`src/tbd_pkg.sv`:
```
// Constants, register map and field layout of the timer engine breakpoint debug block.
package tbd_pkg;

    // ------------------------------------------------------------------
    // Register indices, byte address is four times the index
    // ------------------------------------------------------------------
    localparam logic [7:0] TBD_IDX_ADDR1   = 8'h40;
    localparam logic [7:0] TBD_IDX_DATA1   = 8'h41;
    localparam logic [7:0] TBD_IDX_ADDR2   = 8'h42;
    localparam logic [7:0] TBD_IDX_DATA2   = 8'h43;
    localparam logic [7:0] TBD_IDX_TRACE   = 8'h44;
    localparam logic [7:0] TBD_IDX_EVCTL   = 8'h45;
    localparam logic [7:0] TBD_IDX_MPC     = 8'h46;
    localparam logic [7:0] TBD_IDX_FLAGS   = 8'h47;
    localparam logic [7:0] TBD_IDX_FORCED_MICROINSTRUCTION    = 8'h48;
    localparam logic [7:0] TBD_IDX_COMPCTL = 8'h49;

    // ------------------------------------------------------------------
    // Field positions
    // ------------------------------------------------------------------
    localparam int TBD_MASK_LSB   = 18;
    localparam int TBD_CHANNEL_MATCH_VALUE_LSB   = 24;
    localparam int TBD_CHANNEL_MATCH_MASK_LSB  = 16;
    localparam int TBD_CRW_LSB    = 12;
    localparam int TBD_HSR_LSB    = 9;
    localparam int TBD_LINK_LSB   = 6;
    localparam int TBD_MRL_LSB    = 3;
    localparam int TBD_TDL_LSB    = 1;
    localparam int TBD_MPC_W      = 16;

    localparam logic [31:0] TBD_EVCTL_RESET = 32'h0000_0000;
    localparam logic [31:0] TBD_ZERO        = 32'h0000_0000;

    // Action field upper bits.
    localparam logic [1:0] TBD_ACT_BREAK = 2'h1;
    localparam logic [1:0] TBD_ACT_WATCH = 2'h3;

    // Comparator operand select in the compare control register.
    localparam logic [2:0] TBD_OP_DATA  = 3'h3;
    localparam logic [2:0] TBD_OP_IADDR = 3'h4;
    localparam logic [2:0] TBD_OP_DADDR = 3'h5;
    localparam logic [2:0] TBD_OP_BOTH  = 3'h7;

    // Data access sizes.
    localparam logic [1:0] TBD_SZ_8  = 2'h0;
    localparam logic [1:0] TBD_SZ_24 = 2'h2;
    localparam logic [1:0] TBD_SZ_32 = 2'h3;

    localparam int TBD_PULSE_CYCLES = 1;

endpackage

```
`src/tbd_core.sv`:
```
// Breakpoint, watchpoint, trace enable and halted-view debug logic with an APB slave.
//
// Decided for this implementation: the APB register port.
`timescale 1ns/10ps
`default_nettype none
module tbd_core
    import tbd_pkg::*;
#(
    parameter int CHANNELS = 32
) (
    input  wire logic        clock_i,
    input  wire logic        rst_b_i,
    input  wire logic        clk_en_i,
    input  wire logic        psel_i,
    input  wire logic        penable_i,
    input  wire logic        pwrite_i,
    input  wire logic [11:0] paddr_i,
    input  wire logic [31:0] pwdata_i,
    output logic      [31:0] prdata_o,
    output logic             pready_o,
    output logic             pslverr_o,
    input  wire logic        halted_i,
    input  wire logic [4:0]  serviced_channel_i,
    input  wire logic        service_start_i,
    input  wire logic        host_request_i,
    input  wire logic        link_service_i,
    input  wire logic [1:0]  match_latch_i,
    input  wire logic [1:0]  transition_latch_i,
    input  wire logic [1:0]  internal_match_latch_i,
    input  wire logic [1:0]  internal_transition_latch_i,
    input  wire logic [31:0] serviced_channel_flags_i,
    input  wire logic [15:0] microprogram_counter_value_i,
    input  wire logic        channel_select_register_write_i,
    input  wire logic        ifetch_valid_i,
    input  wire logic [15:0] ifetch_addr_i,
    input  wire logic        mem_valid_i,
    input  wire logic        mem_write_i,
    input  wire logic [15:0] mem_addr_i,
    input  wire logic [1:0]  mem_size_i,
    input  wire logic [31:0] mem_wdata_i,
    input  wire logic        trace_mode_field_i,
    input  wire logic        watch_trace_i,
    output logic             halt_request_o,
    output logic             watch_hit_o,
    output logic             program_trace_o,
    output logic             forced_valid_o,
    output logic      [31:0] forced_instruction_word_o,
    output logic             event_output_n_o
);

    if (CHANNELS != 32) begin : g_bad_channels
        $error("tbd_core supports exactly 32 channels");
    end

    // ------------------------------------------------------------------
    // Registers
    // ------------------------------------------------------------------
    logic [31:0] cmp_addr [2];
    logic [31:0] cmp_data [2];
    logic [2:0]  cmp_op   [2];
    logic [1:0]  cmp_en   [2];
    logic [1:0]  cmp_dir  [2];
    logic        cmp_evo  [2];
    logic [31:0] trace_en;
    logic [31:0] ev_ctl;

    logic        wr_acc;
    logic        rd_acc;
    logic [7:0]  idx;
    logic        mapped;

    assign idx      = paddr_i[9:2];
    assign wr_acc   = psel_i && penable_i && pwrite_i && clk_en_i;
    assign rd_acc   = psel_i && !pwrite_i;
    assign pready_o = 1'b1;
    assign mapped   = (paddr_i[11:10] == 2'h0) && (paddr_i[1:0] == 2'h0) &&
                      (idx >= TBD_IDX_ADDR1) && (idx <= TBD_IDX_COMPCTL);
    assign pslverr_o = psel_i && penable_i && !mapped;

    always_ff @(posedge clock_i) begin
        if (!rst_b_i) begin
            cmp_addr[0] <= TBD_ZERO;
            cmp_addr[1] <= TBD_ZERO;
            cmp_data[0] <= TBD_ZERO;
            cmp_data[1] <= TBD_ZERO;
            trace_en    <= TBD_ZERO;
            ev_ctl      <= TBD_EVCTL_RESET;
        end else if (wr_acc && mapped) begin
            unique case (idx)
                TBD_IDX_ADDR1: begin
                    cmp_addr[0] <= pwdata_i;
                end
                TBD_IDX_ADDR2: begin
                    cmp_addr[1] <= pwdata_i;
                end
                TBD_IDX_DATA1: begin
                    cmp_data[0] <= pwdata_i;
                end
                TBD_IDX_DATA2: begin
                    cmp_data[1] <= pwdata_i;
                end
                TBD_IDX_TRACE: begin
                    trace_en <= pwdata_i;
                end
                TBD_IDX_EVCTL: begin
                    ev_ctl <= pwdata_i;
                end
                default: begin
                end
            endcase
        end
    end

    // Compare control: per comparator an 8-bit lane holding op[2:0], dir[4:3], en[6:5], evo[7].
    always_ff @(posedge clock_i) begin
        if (!rst_b_i) begin
            for (int k = 0; k < 2; k++) begin
                cmp_op[k]  <= 3'h0;
                cmp_dir[k] <= 2'h0;
                cmp_en[k]  <= 2'h0;
                cmp_evo[k] <= 1'b0;
            end
        end else if (wr_acc && mapped && idx == TBD_IDX_COMPCTL) begin
            for (int k = 0; k < 2; k++) begin
                cmp_op[k]  <= pwdata_i[8*k +: 3];
                cmp_dir[k] <= pwdata_i[8*k+3 +: 2];
                cmp_en[k]  <= pwdata_i[8*k+5 +: 2];
                cmp_evo[k] <= pwdata_i[8*k+7];
            end
        end
    end

    // ------------------------------------------------------------------
    // Forced microinstruction
    // ------------------------------------------------------------------
    always_ff @(posedge clock_i) begin
        if (!rst_b_i) begin
            forced_valid_o            <= 1'b0;
            forced_instruction_word_o <= TBD_ZERO;
        end else if (clk_en_i) begin
            forced_valid_o <= 1'b0;
            if (wr_acc && mapped && idx == TBD_IDX_FORCED_MICROINSTRUCTION && halted_i) begin
                // The core drops any thread-end encoding it receives here.
                forced_valid_o            <= 1'b1;
                forced_instruction_word_o <= pwdata_i;
            end
        end
    end

    // ------------------------------------------------------------------
    // Read path
    // ------------------------------------------------------------------
    logic [31:0] next_rdata;
    logic [31:0] flag_view;

    // Internal latch copies replace bits 7:4, which the channel logic leaves unused.
    assign flag_view = {serviced_channel_flags_i[31:24],
                        transition_latch_i[0], transition_latch_i[1],
                        match_latch_i[0], match_latch_i[1],
                        serviced_channel_flags_i[19:8],
                        internal_transition_latch_i[0], internal_transition_latch_i[1],
                        internal_match_latch_i[0], internal_match_latch_i[1],
                        serviced_channel_flags_i[3:0]};

    always_comb begin
        next_rdata = TBD_ZERO;
        unique case (idx)
            TBD_IDX_ADDR1:   next_rdata = cmp_addr[0];
            TBD_IDX_ADDR2:   next_rdata = cmp_addr[1];
            TBD_IDX_DATA1:   next_rdata = cmp_data[0];
            TBD_IDX_DATA2:   next_rdata = cmp_data[1];
            TBD_IDX_TRACE:   next_rdata = trace_en;
            TBD_IDX_EVCTL:   next_rdata = ev_ctl;
            TBD_IDX_MPC:     next_rdata = halted_i ? {16'h0000, microprogram_counter_value_i} : TBD_ZERO;
            TBD_IDX_FLAGS:   next_rdata = halted_i ? flag_view : TBD_ZERO;
            TBD_IDX_FORCED_MICROINSTRUCTION:    next_rdata = TBD_ZERO;
            TBD_IDX_COMPCTL: next_rdata = {16'h0000, cmp_evo[1], cmp_en[1], cmp_dir[1], cmp_op[1],
                                           cmp_evo[0], cmp_en[0], cmp_dir[0], cmp_op[0]};
            default:         next_rdata = TBD_ZERO;
        endcase
        if (!mapped) begin
            next_rdata = TBD_ZERO;
        end
    end

    // Read data is registered in the setup cycle, so the access phase always completes at once.
    always_ff @(posedge clock_i) begin
        if (!rst_b_i) begin
            prdata_o <= TBD_ZERO;
        end else if (clk_en_i && rd_acc && !penable_i) begin
            prdata_o <= next_rdata;
        end
    end

    // ------------------------------------------------------------------
    // Address/data comparators
    // ------------------------------------------------------------------
    logic [1:0] cmp_break;
    logic [1:0] cmp_watch;

    for (genvar g = 0; g < 2; g++) begin : g_cmp
        logic [13:0] amask;
        logic        ia_hit;
        logic        da_hit;
        logic        d_hit;
        logic        dir_ok;
        logic        hit;
        logic [31:0] dmask;

        assign amask  = cmp_addr[g][31:TBD_MASK_LSB];
        // Word addresses: byte offset bits of the access are dropped.
        assign ia_hit = ifetch_valid_i &&
                        ((cmp_addr[g][15:2] & amask) == (ifetch_addr_i[15:2] & amask));
        assign da_hit = mem_valid_i &&
                        ((cmp_addr[g][13:2] & amask[11:0]) == (mem_addr_i[13:2] & amask[11:0]));
        always_comb begin
            dmask = 32'hFFFF_FFFF;
            unique case (mem_size_i)
                TBD_SZ_8:  dmask = 32'hFF00_0000;
                TBD_SZ_24: dmask = 32'h00FF_FFFF;
                TBD_SZ_32: dmask = 32'hFFFF_FFFF;
                default:   dmask = 32'hFFFF_FFFF;
            endcase
        end
        assign d_hit  = mem_valid_i && mem_write_i &&
                        ((cmp_data[g] & dmask) == (mem_wdata_i & dmask));
        assign dir_ok = (cmp_dir[g] == 2'h0) ? !mem_write_i :
                        (cmp_dir[g] == 2'h1) ? mem_write_i :
                        (cmp_dir[g] == 2'h2);
        always_comb begin
            hit = 1'b0;
            unique case (cmp_op[g])
                TBD_OP_DATA:  hit = d_hit;
                TBD_OP_IADDR: hit = ia_hit;
                TBD_OP_DADDR: hit = da_hit && dir_ok;
                TBD_OP_BOTH:  hit = d_hit && da_hit;
                default:      hit = 1'b0;
            endcase
        end
        assign cmp_break[g] = hit && (cmp_en[g] == TBD_ACT_BREAK);
        assign cmp_watch[g] = hit && (cmp_en[g] == TBD_ACT_WATCH);
    end

    // ------------------------------------------------------------------
    // Serviced channel events
    // ------------------------------------------------------------------
    logic       channel_select_register_hit;
    logic [4:0] ev_cause;
    logic [2:0] ev_act [5];
    logic [4:0] ev_brk;
    logic [4:0] ev_wat;
    logic [4:0] ev_out;

    assign channel_select_register_hit = ((ev_ctl[TBD_CHANNEL_MATCH_VALUE_LSB +: 5] & ev_ctl[TBD_CHANNEL_MATCH_MASK_LSB +: 5]) ==
                       (serviced_channel_i & ev_ctl[TBD_CHANNEL_MATCH_MASK_LSB +: 5]));
    assign ev_act[0] = ev_ctl[TBD_CRW_LSB +: 3];
    assign ev_act[1] = ev_ctl[TBD_HSR_LSB +: 3];
    assign ev_act[2] = ev_ctl[TBD_LINK_LSB +: 3];
    assign ev_act[3] = ev_ctl[TBD_MRL_LSB +: 3];
    // Transition field is two bits wide; its low bit serves as the routing bit.
    assign ev_act[4] = {ev_ctl[TBD_TDL_LSB +: 2], ev_ctl[TBD_TDL_LSB]};

    assign ev_cause[0] = channel_select_register_write_i;
    assign ev_cause[1] = service_start_i && host_request_i;
    assign ev_cause[2] = service_start_i && link_service_i;
    assign ev_cause[3] = service_start_i && |match_latch_i;
    assign ev_cause[4] = service_start_i && |transition_latch_i;

    for (genvar e = 0; e < 5; e++) begin : g_ev
        logic fire;
        assign fire      = channel_select_register_hit && ev_cause[e];
        // Reserved 10x decodes to neither action, as after reset.
        assign ev_brk[e] = fire && (ev_act[e][2:1] == TBD_ACT_BREAK);
        assign ev_wat[e] = fire && (ev_act[e][2:1] == TBD_ACT_WATCH);
        assign ev_out[e] = (ev_brk[e] || ev_wat[e]) && ev_act[e][0];
    end

    // Halt is combinational so the core stalls before the instruction or memory access.
    assign halt_request_o = |ev_brk || |cmp_break;
    assign watch_hit_o    = |ev_wat || |cmp_watch;

    // ------------------------------------------------------------------
    // Trace enable and event pin
    // ------------------------------------------------------------------
    assign program_trace_o = (trace_mode_field_i || watch_trace_i) &&
                             trace_en[serviced_channel_i];

    logic routed;
    assign routed = |ev_out || ((cmp_break[0] || cmp_watch[0]) && cmp_evo[0]) ||
                    ((cmp_break[1] || cmp_watch[1]) && cmp_evo[1]);

    always_ff @(posedge clock_i) begin
        if (!rst_b_i) begin
            event_output_n_o <= 1'b1;
        end else if (clk_en_i) begin
            event_output_n_o <= !routed;
        end
    end

    // ------------------------------------------------------------------
    // Checks
    // ------------------------------------------------------------------
    event_pin_a: assert property (@(posedge clock_i) disable iff (!rst_b_i)
        (clk_en_i && routed) |=> !event_output_n_o)
        else $error("Event pin did not pulse low.");

    forced_microinstruction_drop_a: assert property (@(posedge clock_i) disable iff (!rst_b_i)
        (clk_en_i && wr_acc && idx == TBD_IDX_FORCED_MICROINSTRUCTION && !halted_i) |=> !forced_valid_o)
        else $error("Forced instruction accepted while running.");

    forced_microinstruction_take_a: assert property (@(posedge clock_i) disable iff (!rst_b_i)
        (wr_acc && mapped && idx == TBD_IDX_FORCED_MICROINSTRUCTION && halted_i) |=>
        (forced_valid_o && forced_instruction_word_o == $past(pwdata_i)))
        else $error("Forced instruction not issued.");

    mpc_view_a: assert property (@(posedge clock_i) disable iff (!rst_b_i)
        (clk_en_i && rd_acc && !penable_i && idx == TBD_IDX_MPC && paddr_i[11:10] == 2'h0
         && paddr_i[1:0] == 2'h0) |=>
        (prdata_o == ($past(halted_i) ? {16'h0000, $past(microprogram_counter_value_i)} : 32'h0000_0000)))
        else $error("Counter view read wrong.");

    flags_read_a: assert property (@(posedge clock_i) disable iff (!rst_b_i)
        (clk_en_i && rd_acc && !penable_i && idx == TBD_IDX_FLAGS && !halted_i) |=> prdata_o == 32'h0000_0000)
        else $error("Flags visible while running.");

    forced_microinstruction_read_a: assert property (@(posedge clock_i) disable iff (!rst_b_i)
        (clk_en_i && rd_acc && !penable_i && idx == TBD_IDX_FORCED_MICROINSTRUCTION) |=> prdata_o == 32'h0000_0000)
        else $error("Forced instruction register read nonzero.");

    trace_gate_a: assert property (@(posedge clock_i) disable iff (!rst_b_i)
        (!trace_mode_field_i && !watch_trace_i) |-> !program_trace_o)
        else $error("Trace active without trace mode.");

    host_break_a: assert property (@(posedge clock_i) disable iff (!rst_b_i)
        (service_start_i && host_request_i && channel_select_register_hit && ev_ctl[TBD_HSR_LSB+1 +: 2] == 2'h1) |-> halt_request_o)
        else $error("Host request break missed.");

    reserved_act_a: assert property (@(posedge clock_i) disable iff (!rst_b_i)
        (ev_ctl[TBD_CRW_LSB+1 +: 2] == 2'h2 && channel_select_register_write_i) |-> !ev_brk[0] && !ev_wat[0])
        else $error("Reserved action acted.");

    link_break_a: assert property (@(posedge clock_i) disable iff (!rst_b_i)
        (service_start_i && link_service_i && channel_select_register_hit && ev_ctl[TBD_LINK_LSB+1 +: 2] == 2'h1) |-> halt_request_o)
        else $error("Link service break missed.");

    match_watch_a: assert property (@(posedge clock_i) disable iff (!rst_b_i)
        (service_start_i && |match_latch_i && channel_select_register_hit && ev_ctl[TBD_MRL_LSB+1 +: 2] == 2'h3) |-> watch_hit_o)
        else $error("Match latch watchpoint missed.");

    trans_break_a: assert property (@(posedge clock_i) disable iff (!rst_b_i)
        (service_start_i && |transition_latch_i && channel_select_register_hit && ev_ctl[TBD_TDL_LSB +: 2] == 2'h1) |-> halt_request_o)
        else $error("Transition latch break missed.");

    // A channel outside the masked match must never raise an event action.
    channel_select_register_miss_a: assert property (@(posedge clock_i) disable iff (!rst_b_i)
        ((ev_ctl[TBD_CHANNEL_MATCH_VALUE_LSB +: 5] & ev_ctl[TBD_CHANNEL_MATCH_MASK_LSB +: 5]) !=
         (serviced_channel_i & ev_ctl[TBD_CHANNEL_MATCH_MASK_LSB +: 5])) |-> (!(|ev_brk) && !(|ev_wat)))
        else $error("Event fired on a channel mismatch.");

    trace_sel_a: assert property (@(posedge clock_i) disable iff (!rst_b_i)
        (trace_mode_field_i && !trace_en[serviced_channel_i]) |-> !program_trace_o)
        else $error("Trace on for a disabled channel.");

endmodule
`default_nettype wire

```
`config.mk`:
```
export PLATFORM = sky130hd
export DESIGN_NAME = tbd_core
export DESIGN_NICKNAME = d
export VERILOG_FILES = /design/src/tbd_pkg.sv /design/src/tbd_core.sv
export SDC_FILE = /design/constraint.sdc
export NUM_CORES = 1
export LEC_CHECK = 0
export CAP_MARGIN = 20
export CORE_MARGIN = 2
export CORE_UTILIZATION = 55
export CTS_BUF_LIST = sky130_fd_sc_hd__clkbuf_2 sky130_fd_sc_hd__clkbuf_4 sky130_fd_sc_hd__clkbuf_8
export DETAILED_ROUTE_END_ITERATION = 6
export DONT_BUFFER_PORTS = 1
export GPL_TIMING_DRIVEN = 0
export PLACE_DENSITY = 0.74
export SLEW_MARGIN = 20
export SYNTH_ARGS = -nofsm -noshare
export SYNTH_HDL_FRONTEND = slang
export SYNTH_SLANG_ARGS = --single-unit
```
`constraint.sdc`:
```
create_clock -name clock_i -period 2.8 [get_ports clock_i]
set_input_delay 0.28 -clock clock_i [delete_from_list [all_inputs] [get_ports clock_i]]
set_output_delay 0.28 -clock clock_i [all_outputs]
set_load 0.01 [all_outputs]
```
==> summary.txt, run 1 <==
Status
  • Outcome: finished with violations
  • Failing checks: negative setup slack

Worst setup path
  • R2R Path Start: cmp_addr[0][8]
  • CP Capture Type: output port
  • Critical Path Source Type: register
  • Reg2reg end: event_output_n_o
  • Data required, critical path: about 2.5 ns
  • Reg2reg setup slack: 0.48 ns
  • R2R cell count: 9
  • Path type of the worst setup path: register to output port
  • CP Max Fanout: 3
  • Crit path arrival time: roughly 2.7 ns

Synth
  • FF+latch count, synth: 274
  • Seq/Total Area, Yosys: 52.3%
  • Avg Cell Area, Syn: about 11 µm²
  • Synth unique cells: 55
  • Number of synthesis warnings: 0
  • FFs w/ async S/R, synth: 0%
  • Top FF cell, synth: edfxtp_1
  • Mapped cell area: 13200 µm²
  • Net Count, Synth: roughly 1400
  • Cell count after synthesis: 1248
  • EDFF count, synth: 144

Min path
  • WHS Endpoint: prdata_o[3]
  • Worst Hold Launch: microprogram_counter_value_i[3]
  • WHS Path Cells: 4
  • HP Class: input port to register

Cells and area
  • Layout cells sized above 1: 13.0%
  • Most frequent cells in the layout: nand2_1, edfxtp_1, dfxtp_1
  • Post-Route Utilization: 64.8%
  • Commonest non-fill, non-tap cell in the layout: nand2_1
  • Nets: around 1500
  • Layout area overhead: 15.3%

Die
  • Initial Util: 56.2%
  • Die area: 25300 µm²
  • Die W: 159 µm
  • I/O pins: between 200 and 300
  • Core Region: between 20000 and 25000 µm²
  • Die height: 159 µm
  • Std cell rows: 56

Route
  • Vias: 11100
  • DRT iter0 DRCs: 1484
  • Wire per inst: 28.8 µm
  • ANT nets after route: 0
  • Drt total wl: 49000 µm
  • Router iterations before antenna repair: 6
  • Vias per Instance: 6.53
  • DRC: 0

CTS
  • Clock slew at reported path FFs: 0.06 ns
  • CTS tree: built
  • CTS H-tree lvls: 2
  • Clock Path Buffers: 3
  • Root buffer cell: clkbuf_8
  • Skew-Pair Late Insertion Delay: 0.58 ns
  • Clk sink count: 274
  • Num CTS Buffers: 46

Timing
  • Setup Viol. Count Final: 2
  • Final setup margin: -0.157 ns
  • Endpoints failing hold: 0
  • Peak Freq: around 340 MHz
  • Worst slew margin: 40.5%
  • Unrepaired setup endpoints after global routing: true
  • Final min period: 2.96 ns
  • Final period util: 106%
  • Slew @ Worst Pin: ~0.9 ns
  • Setup_tns: -0.300 ns
  • Worst clock skew: between 0.02 and 0.03 ns
  • Slew Limit Fails: 0

GRT
  • Vias in the first global route: 10800
  • GRT Overall Usage: 37.7%
  • Remaining Overflow, GRT: 0
  • Antenna violations before repair: 2
  • Largest net degree at the start of global routing: 23
  • First-pass GRT wire length: 70300 µm

Pwr
  • Worst IR Drop VDD: 0.368 mV
  • Pwr per Cell Area: 578 nW/µm²
  • Leak: 5.11 nW

Flow run
  • Max cap viols: 0

Place
  • PortBufs: 0
  • GP Congestion: around 1
  • HPWL after DPL: between 30000 and 40000 µm
## critical path, cell delays in order (launching register included)
cell and delay (ns):
edfxtp_1 0.49, xor2_1 0.21, a222oi_1 0.30, nand3_1 0.27, o22ai_2 0.17, o211ai_1 0.14, o21ai_2 0.30, a21o_1 0.24
## synth_stat cells, types with 3 or more instances
| master | n | area, µm² |
|---|---|---|
| a21oi_1 | 37 | 185 |
| xor2_1 | 76 | 666 |
| inv_1 | 9 | 33.8 |
| a222oi_1 | 36 | 360 |
| o21ai_0 | 7 | 35.0 |
| clkbuf_1 | 40 | 150 |
| and3_1 | 7 | 43.8 |
| a22o_1 | 16 | 140 |
| nand4_1 | 16 | 100 |
| a22oi_1 | 69 | 518 |
| nand2_1 | 216 | 811 |
| nor3_1 | 5 | 25.0 |
| xnor2_1 | 47 | 412 |
| nand2b_1 | 3 | 18.8 |
| nor2_1 | 15 | 56.3 |
| edfxtp_1 | 144 | 4320 |
| buf_2 | 37 | 185 |
| a21boi_0 | 66 | 495 |
| o22ai_1 | 5 | 31.3 |
| a221oi_1 | 16 | 140 |
| nand3_1 | 15 | 75.1 |
| nor4_4 | 3 | 63.8 |
| dfxtp_1 | 130 | 2600 |
| nor2b_1 | 35 | 219 |
| mux4_2 | 10 | 225 |
| and2_1 | 81 | 507 |
| nor4_1 | 6 | 37.5 |
| a31oi_1 | 33 | 206 |
| a21boi_1 | 34 | 255 |
## logic make-up after synthesis
family | count (synthesis) | share of synthesized area [%]
flip-flops | 274 | 52.3
AND/OR/NAND/NOR | 415 | 15.9
AO/OA/AOI/OAI | 332 | 18.7
buffers and inverters | 92 | 3.15
other | 1 | 0.0283
XOR/XNOR | 123 | 8.14
multiplexers | 11 | 1.78
## registers in the layout, summed over array words and instances, names as in the netlist
signal                     cells
forced_valid_o                 1
event_output_n_o               1
forced_instruction_word_o     32
cmp_dir                        4
cmp_addr                      64
cmp_op                         6
trace_en                      32
cmp_evo                        2
cmp_data                      64
cmp_en                         4
prdata_o                      32
ev_ctl                        32
## worst max path at each step
stage / slack (ns) / end / startpoint
CTS: -0.09 / halt_request_o / cmp_data[0][53]
global placement: -0.79 / cmp_addr[0][5] / paddr_i[6]
finish: -0.16 / halt_request_o / cmp_addr[0][8]
global route: -0.20 / halt_request_o / cmp_addr[0][9]
floorplan: 0.08 / cmp_data[0][32] / paddr_i[6]
detailed placement: -0.12 / cmp_en[0][1] / rst_b_i
## cell type report
| type | instances | area [µm²] |
|---|---|---|
| clock inverter | 13 | 83.8 |
| timing repair buffer | 48 | 508 |
| buffer | 83 | 383 |
| antenna | 2 | 5.00 |
| clock buffer | 73 | 911 |
| inverter | 9 | 33.8 |
| fill | 1937 | 8280 |
| tap | 319 | 399 |
| sequential | 274 | 6930 |
| multi-input combinational | 882 | 6010 |
## through the flow
stage | instances | worst slack, ns | power (W) | hold WS [ns] | cell area, µm²
2_1_floorplan | 1248 | 0.0845 | 0.00477 | 0.419 | 13200
3_3_place_gp | 1567 | -0.786 | 0.00495 | 0.421 | 13600
3_5_place_dp | 1571 | -0.122 | 0.00496 | 0.425 | 13700
4_1_cts | 1695 | -0.0866 | 0.00879 | 0.0673 | 15200
5_1_grt | 1702 | -0.197 | 0.00902 | 0.111 | 15300
6_report | 1703 | -0.157 | 0.00882 | 0.0837 | 15300
## routing by layer
layer	track usage (%)	up-vias	wire (µm)
met1	50.3	5298	18400
met3	13.3	123	7380
met4	14.1	2	2120
met5	0	-	13
li1	-	4811	-
met2	56.8	880	21000
## report_power, final
part           switching (W)  internal, W
clock                0.00171      0.00209
sequential          0.000134      0.00433
combinational       0.000314     0.000231
total                0.00216      0.00665
## repair_timing
item,4_1_cts,5_1_grt
pin swaps,14,8
resized for setup,14,4
hold buffers,33,0
cloned,0,0
setup endpoints to repair,2,13
buffers inserted,5,6
endpoints found under the hold margin,242,0
(Power assumes the default switching activity.)
==> run 2, diff against run 1 <==
--- a/config.mk
+++ b/config.mk
@@ -5,14 +5,13 @@
 export SDC_FILE = /design/constraint.sdc
 export NUM_CORES = 1
 export LEC_CHECK = 0
+export BUFFER_PORTS_ARGS = -buffer_cell sky130_fd_sc_hd__clkbuf_2
 export CAP_MARGIN = 20
-export CORE_MARGIN = 2
-export CORE_UTILIZATION = 55
+export CORE_UTILIZATION = 52
 export CTS_BUF_LIST = sky130_fd_sc_hd__clkbuf_2 sky130_fd_sc_hd__clkbuf_4 sky130_fd_sc_hd__clkbuf_8
 export DETAILED_ROUTE_END_ITERATION = 6
-export DONT_BUFFER_PORTS = 1
 export GPL_TIMING_DRIVEN = 0
-export PLACE_DENSITY = 0.74
+export PLACE_DENSITY = 0.79
 export SLEW_MARGIN = 20
 export SYNTH_ARGS = -nofsm -noshare
 export SYNTH_HDL_FRONTEND = slang
==> summary.txt, run 2 (synthesis gave the netlist of run 1 again) <==
Worst setup path
  • R2R Path Start: cmp_addr[0][10]
  • Delay of the slowest cell on the worst path: a little over 0.5 ns
  • Reg2reg setup slack: approximately 0.43 ns
  • Data required, critical path: 2.52 ns
  • Critical Path Source Type: register
  • CP top delay family: compound AO/OA/AOI/OAI gates
  • CP Capture Type: output port
  • Path type of the worst setup path: register to output port
  • CP max-delay cell: edfxtp_1
  • Crit path arrival time: 2.76 ns
  • Crit path buf inv count: 1
  • CP Max Fanout: 3
  • R2R cell count: 9
  • Reg2reg end: event_output_n_o
  • Crit-path cells: xor2_2 > a222oi_1 > nand3_1 > o22ai_1 > o211ai_1 > o21ai_2 > a21o_1 > buf_2

Pwr
  • Clock power share: a little under half
  • Int Pwr: 0.00719 W
  • Sequential Power Share: about 47%
  • Worst IR Drop VDD: 0.483 mV
  • Switch share: 24.0%
  • Net switching power: 0.00227 W
  • Part of the power in combinational logic: ~7%
  • Pwr per Cell Area: 583 nW/µm²
  • Overall power: 0.00946 W
  • Leak: just over 6 nW

Place
  • HPWL after DPL: 40900 µm
  • PortBufs: ~240
  • Cell Area, Placed: 15000 µm²
  • GP Congestion: roughly 1

Timing
  • Unrepaired setup endpoints after global routing: true
  • Slew @ Worst Pin: 0.796 ns
  • Final setup margin: -0.241 ns
  • Worst clock skew: approximately 0.021 ns
  • Final min period: 3.04 ns
  • Slew Limit Fails: 0
  • Setup Viol. Count Final: 2
  • Worst slew margin: 46.3%
  • Peak Freq: between 300 and 400 MHz
  • Endpoints failing hold: 0
  • Final period util: 109%
  • Hold WS: roughly 0.033 ns

GRT
  • GRT Overall Usage: roughly 39%
  • Antenna violations before repair: 0
  • Largest net degree at the start of global routing: 25
  • Remaining Overflow, GRT: 0
  • First-pass GRT wire length: 72500 µm
  • Vias in the first global route: between 10000 and 15000

Min path
  • Worst Hold Launch: pwdata_i[3]
  • WHS Path Cells: 3
  • WHS Endpoint: trace_en[3]
  • HP Class: input port to register

Die
  • Die height: 162 µm
  • Die W: 162 µm
  • Core Region: 25100 µm²
  • Die area: between 20000 and 30000 µm²
  • Std cell rows: 58
  • Initial Util: 52.7%
  • I/O pins: 258

Route
  • DRT iter0 DRCs: 1838
  • Wl on met1: 21000 µm
  • Wire length on met3: 5910 µm
  • ANT nets after route: 0
  • Wire per inst: ~27 µm
  • Vias per Instance: 6.15
  • Router iterations before antenna repair: 7
  • Drt total wl: 50800 µm
  • Max layer used: met4
  • Vias: 11800
  • DRC: 3
  • Metal2 WL: 22400 µm

Status
  • Failing checks: design-rule violations, negative setup slack
  • Outcome: finished with violations

Cells and area
  • Nets: around 1700
  • Layout cells sized above 1: 25.9%
  • # diodes: 0
  • Post-Route Utilization: 64.7%
  • Most frequent cells in the layout: clkbuf_2, nand2_1, edfxtp_1
  • Commonest non-fill, non-tap cell in the layout: clkbuf_2
  • Fillers: about 2100
  • Fin area: 16200 µm²
  • Layout area overhead: 22.7%
  • Largest regs: cmp_addr x64, cmp_data x64

CTS
  • Clk sink count: about 270
  • Skew-Pair Late Insertion Delay: 0.58 ns
  • Clock Path Buffers: 3
  • Num CTS Buffers: 46
  • CTS H-tree lvls: 2
  • CTS tree: built
  • Clock slew at reported path FFs: 0.06 ns
  • Root buffer cell: clkbuf_8

Flow run
  • Max cap viols: 0
[run 2: per-layer routing]
metal / GRT usage, % / vias up
met1: 55.0 / 5671
met2: 59.3 / 788
met5: 0 / -
met4: 12.3 / 0
met3: 8.04 / 89
li1: - / 5209
[run 2: what timing repair did]
action | 4_1_cts | 5_1_grt
gates resized for setup | 12 | 7
hold buffers | 3 | 0
pin swaps | 11 | 1
setup endpoints to repair | 2 | 3
buffers inserted | 2 | 3
endpoints found under the hold margin | 3 | 0
[run 2: final cells by class]
| type | count | area (µm²) | share of cell area (%) |
|---|---|---|---|
| clock inverter | 16 | 246 | 1.52 |
| timing repair buffer | 251 | 1360 | 8.37 |
| tap | 330 | 413 | 2.54 |
| sequential | 274 | 6930 | 42.7 |
| clock buffer | 68 | 880 | 5.42 |
| buffer | 83 | 384 | 2.37 |
| inverter | 9 | 33.8 | 0.208 |
| multi-input combinational | 882 | 5990 | 36.9 |
[run 2: stage by stage]
step	setup TNS, ns	worst slack [ns]	std cells
after detailed placement	-13.63	-0.192	1821
after global placement	-104.68	-0.856	1817
after global routing	-0.615	-0.309	1913
final	-0.473	-0.241	1913
after CTS	-0.400	-0.200	1910
after floorplan	0	0.0845	1248
[run 2: power groups by stage]
stage	registers (W)	logic [W]	clock network, W
finish	0.00447	0.000685	0.00430
global route	0.00447	0.000716	0.00447
CTS	0.00446	0.000667	0.00430
detailed placement	0.00455	0.000646	0
global placement	0.00455	0.000633	0
floorplan	0.00448	0.000289	0
[run 2: how the worst max path moves through the flow]
stage / from / end / slack [ns] / cells after the start
6_report: cmp_addr[0][10] / halt_request_o / -0.24 / 8
5_1_grt: cmp_addr[0][10] / halt_request_o / -0.31 / 8
4_1_cts: cmp_addr[0][10] / halt_request_o / -0.20 / 8
3_5_place_dp: rst_b_i / cmp_evo[0][0] / -0.19 / 5
3_3_place_gp: paddr_i[6] / cmp_addr[0][6] / -0.86 / 7
2_1_floorplan: paddr_i[6] / cmp_data[0][32] / 0.08 / 8
[run 2: worst reg2reg max path, stage by stage (launching register included)]
cell	delay (ns)
edfxtp_1	0.51
xor2_2	0.22
a222oi_1	0.32
nand3_1	0.24
o22ai_1	0.18
o211ai_1	0.14
o21ai_2	0.26
buf_4	0.16
buf_4	0.10
a31oi_1	0.10
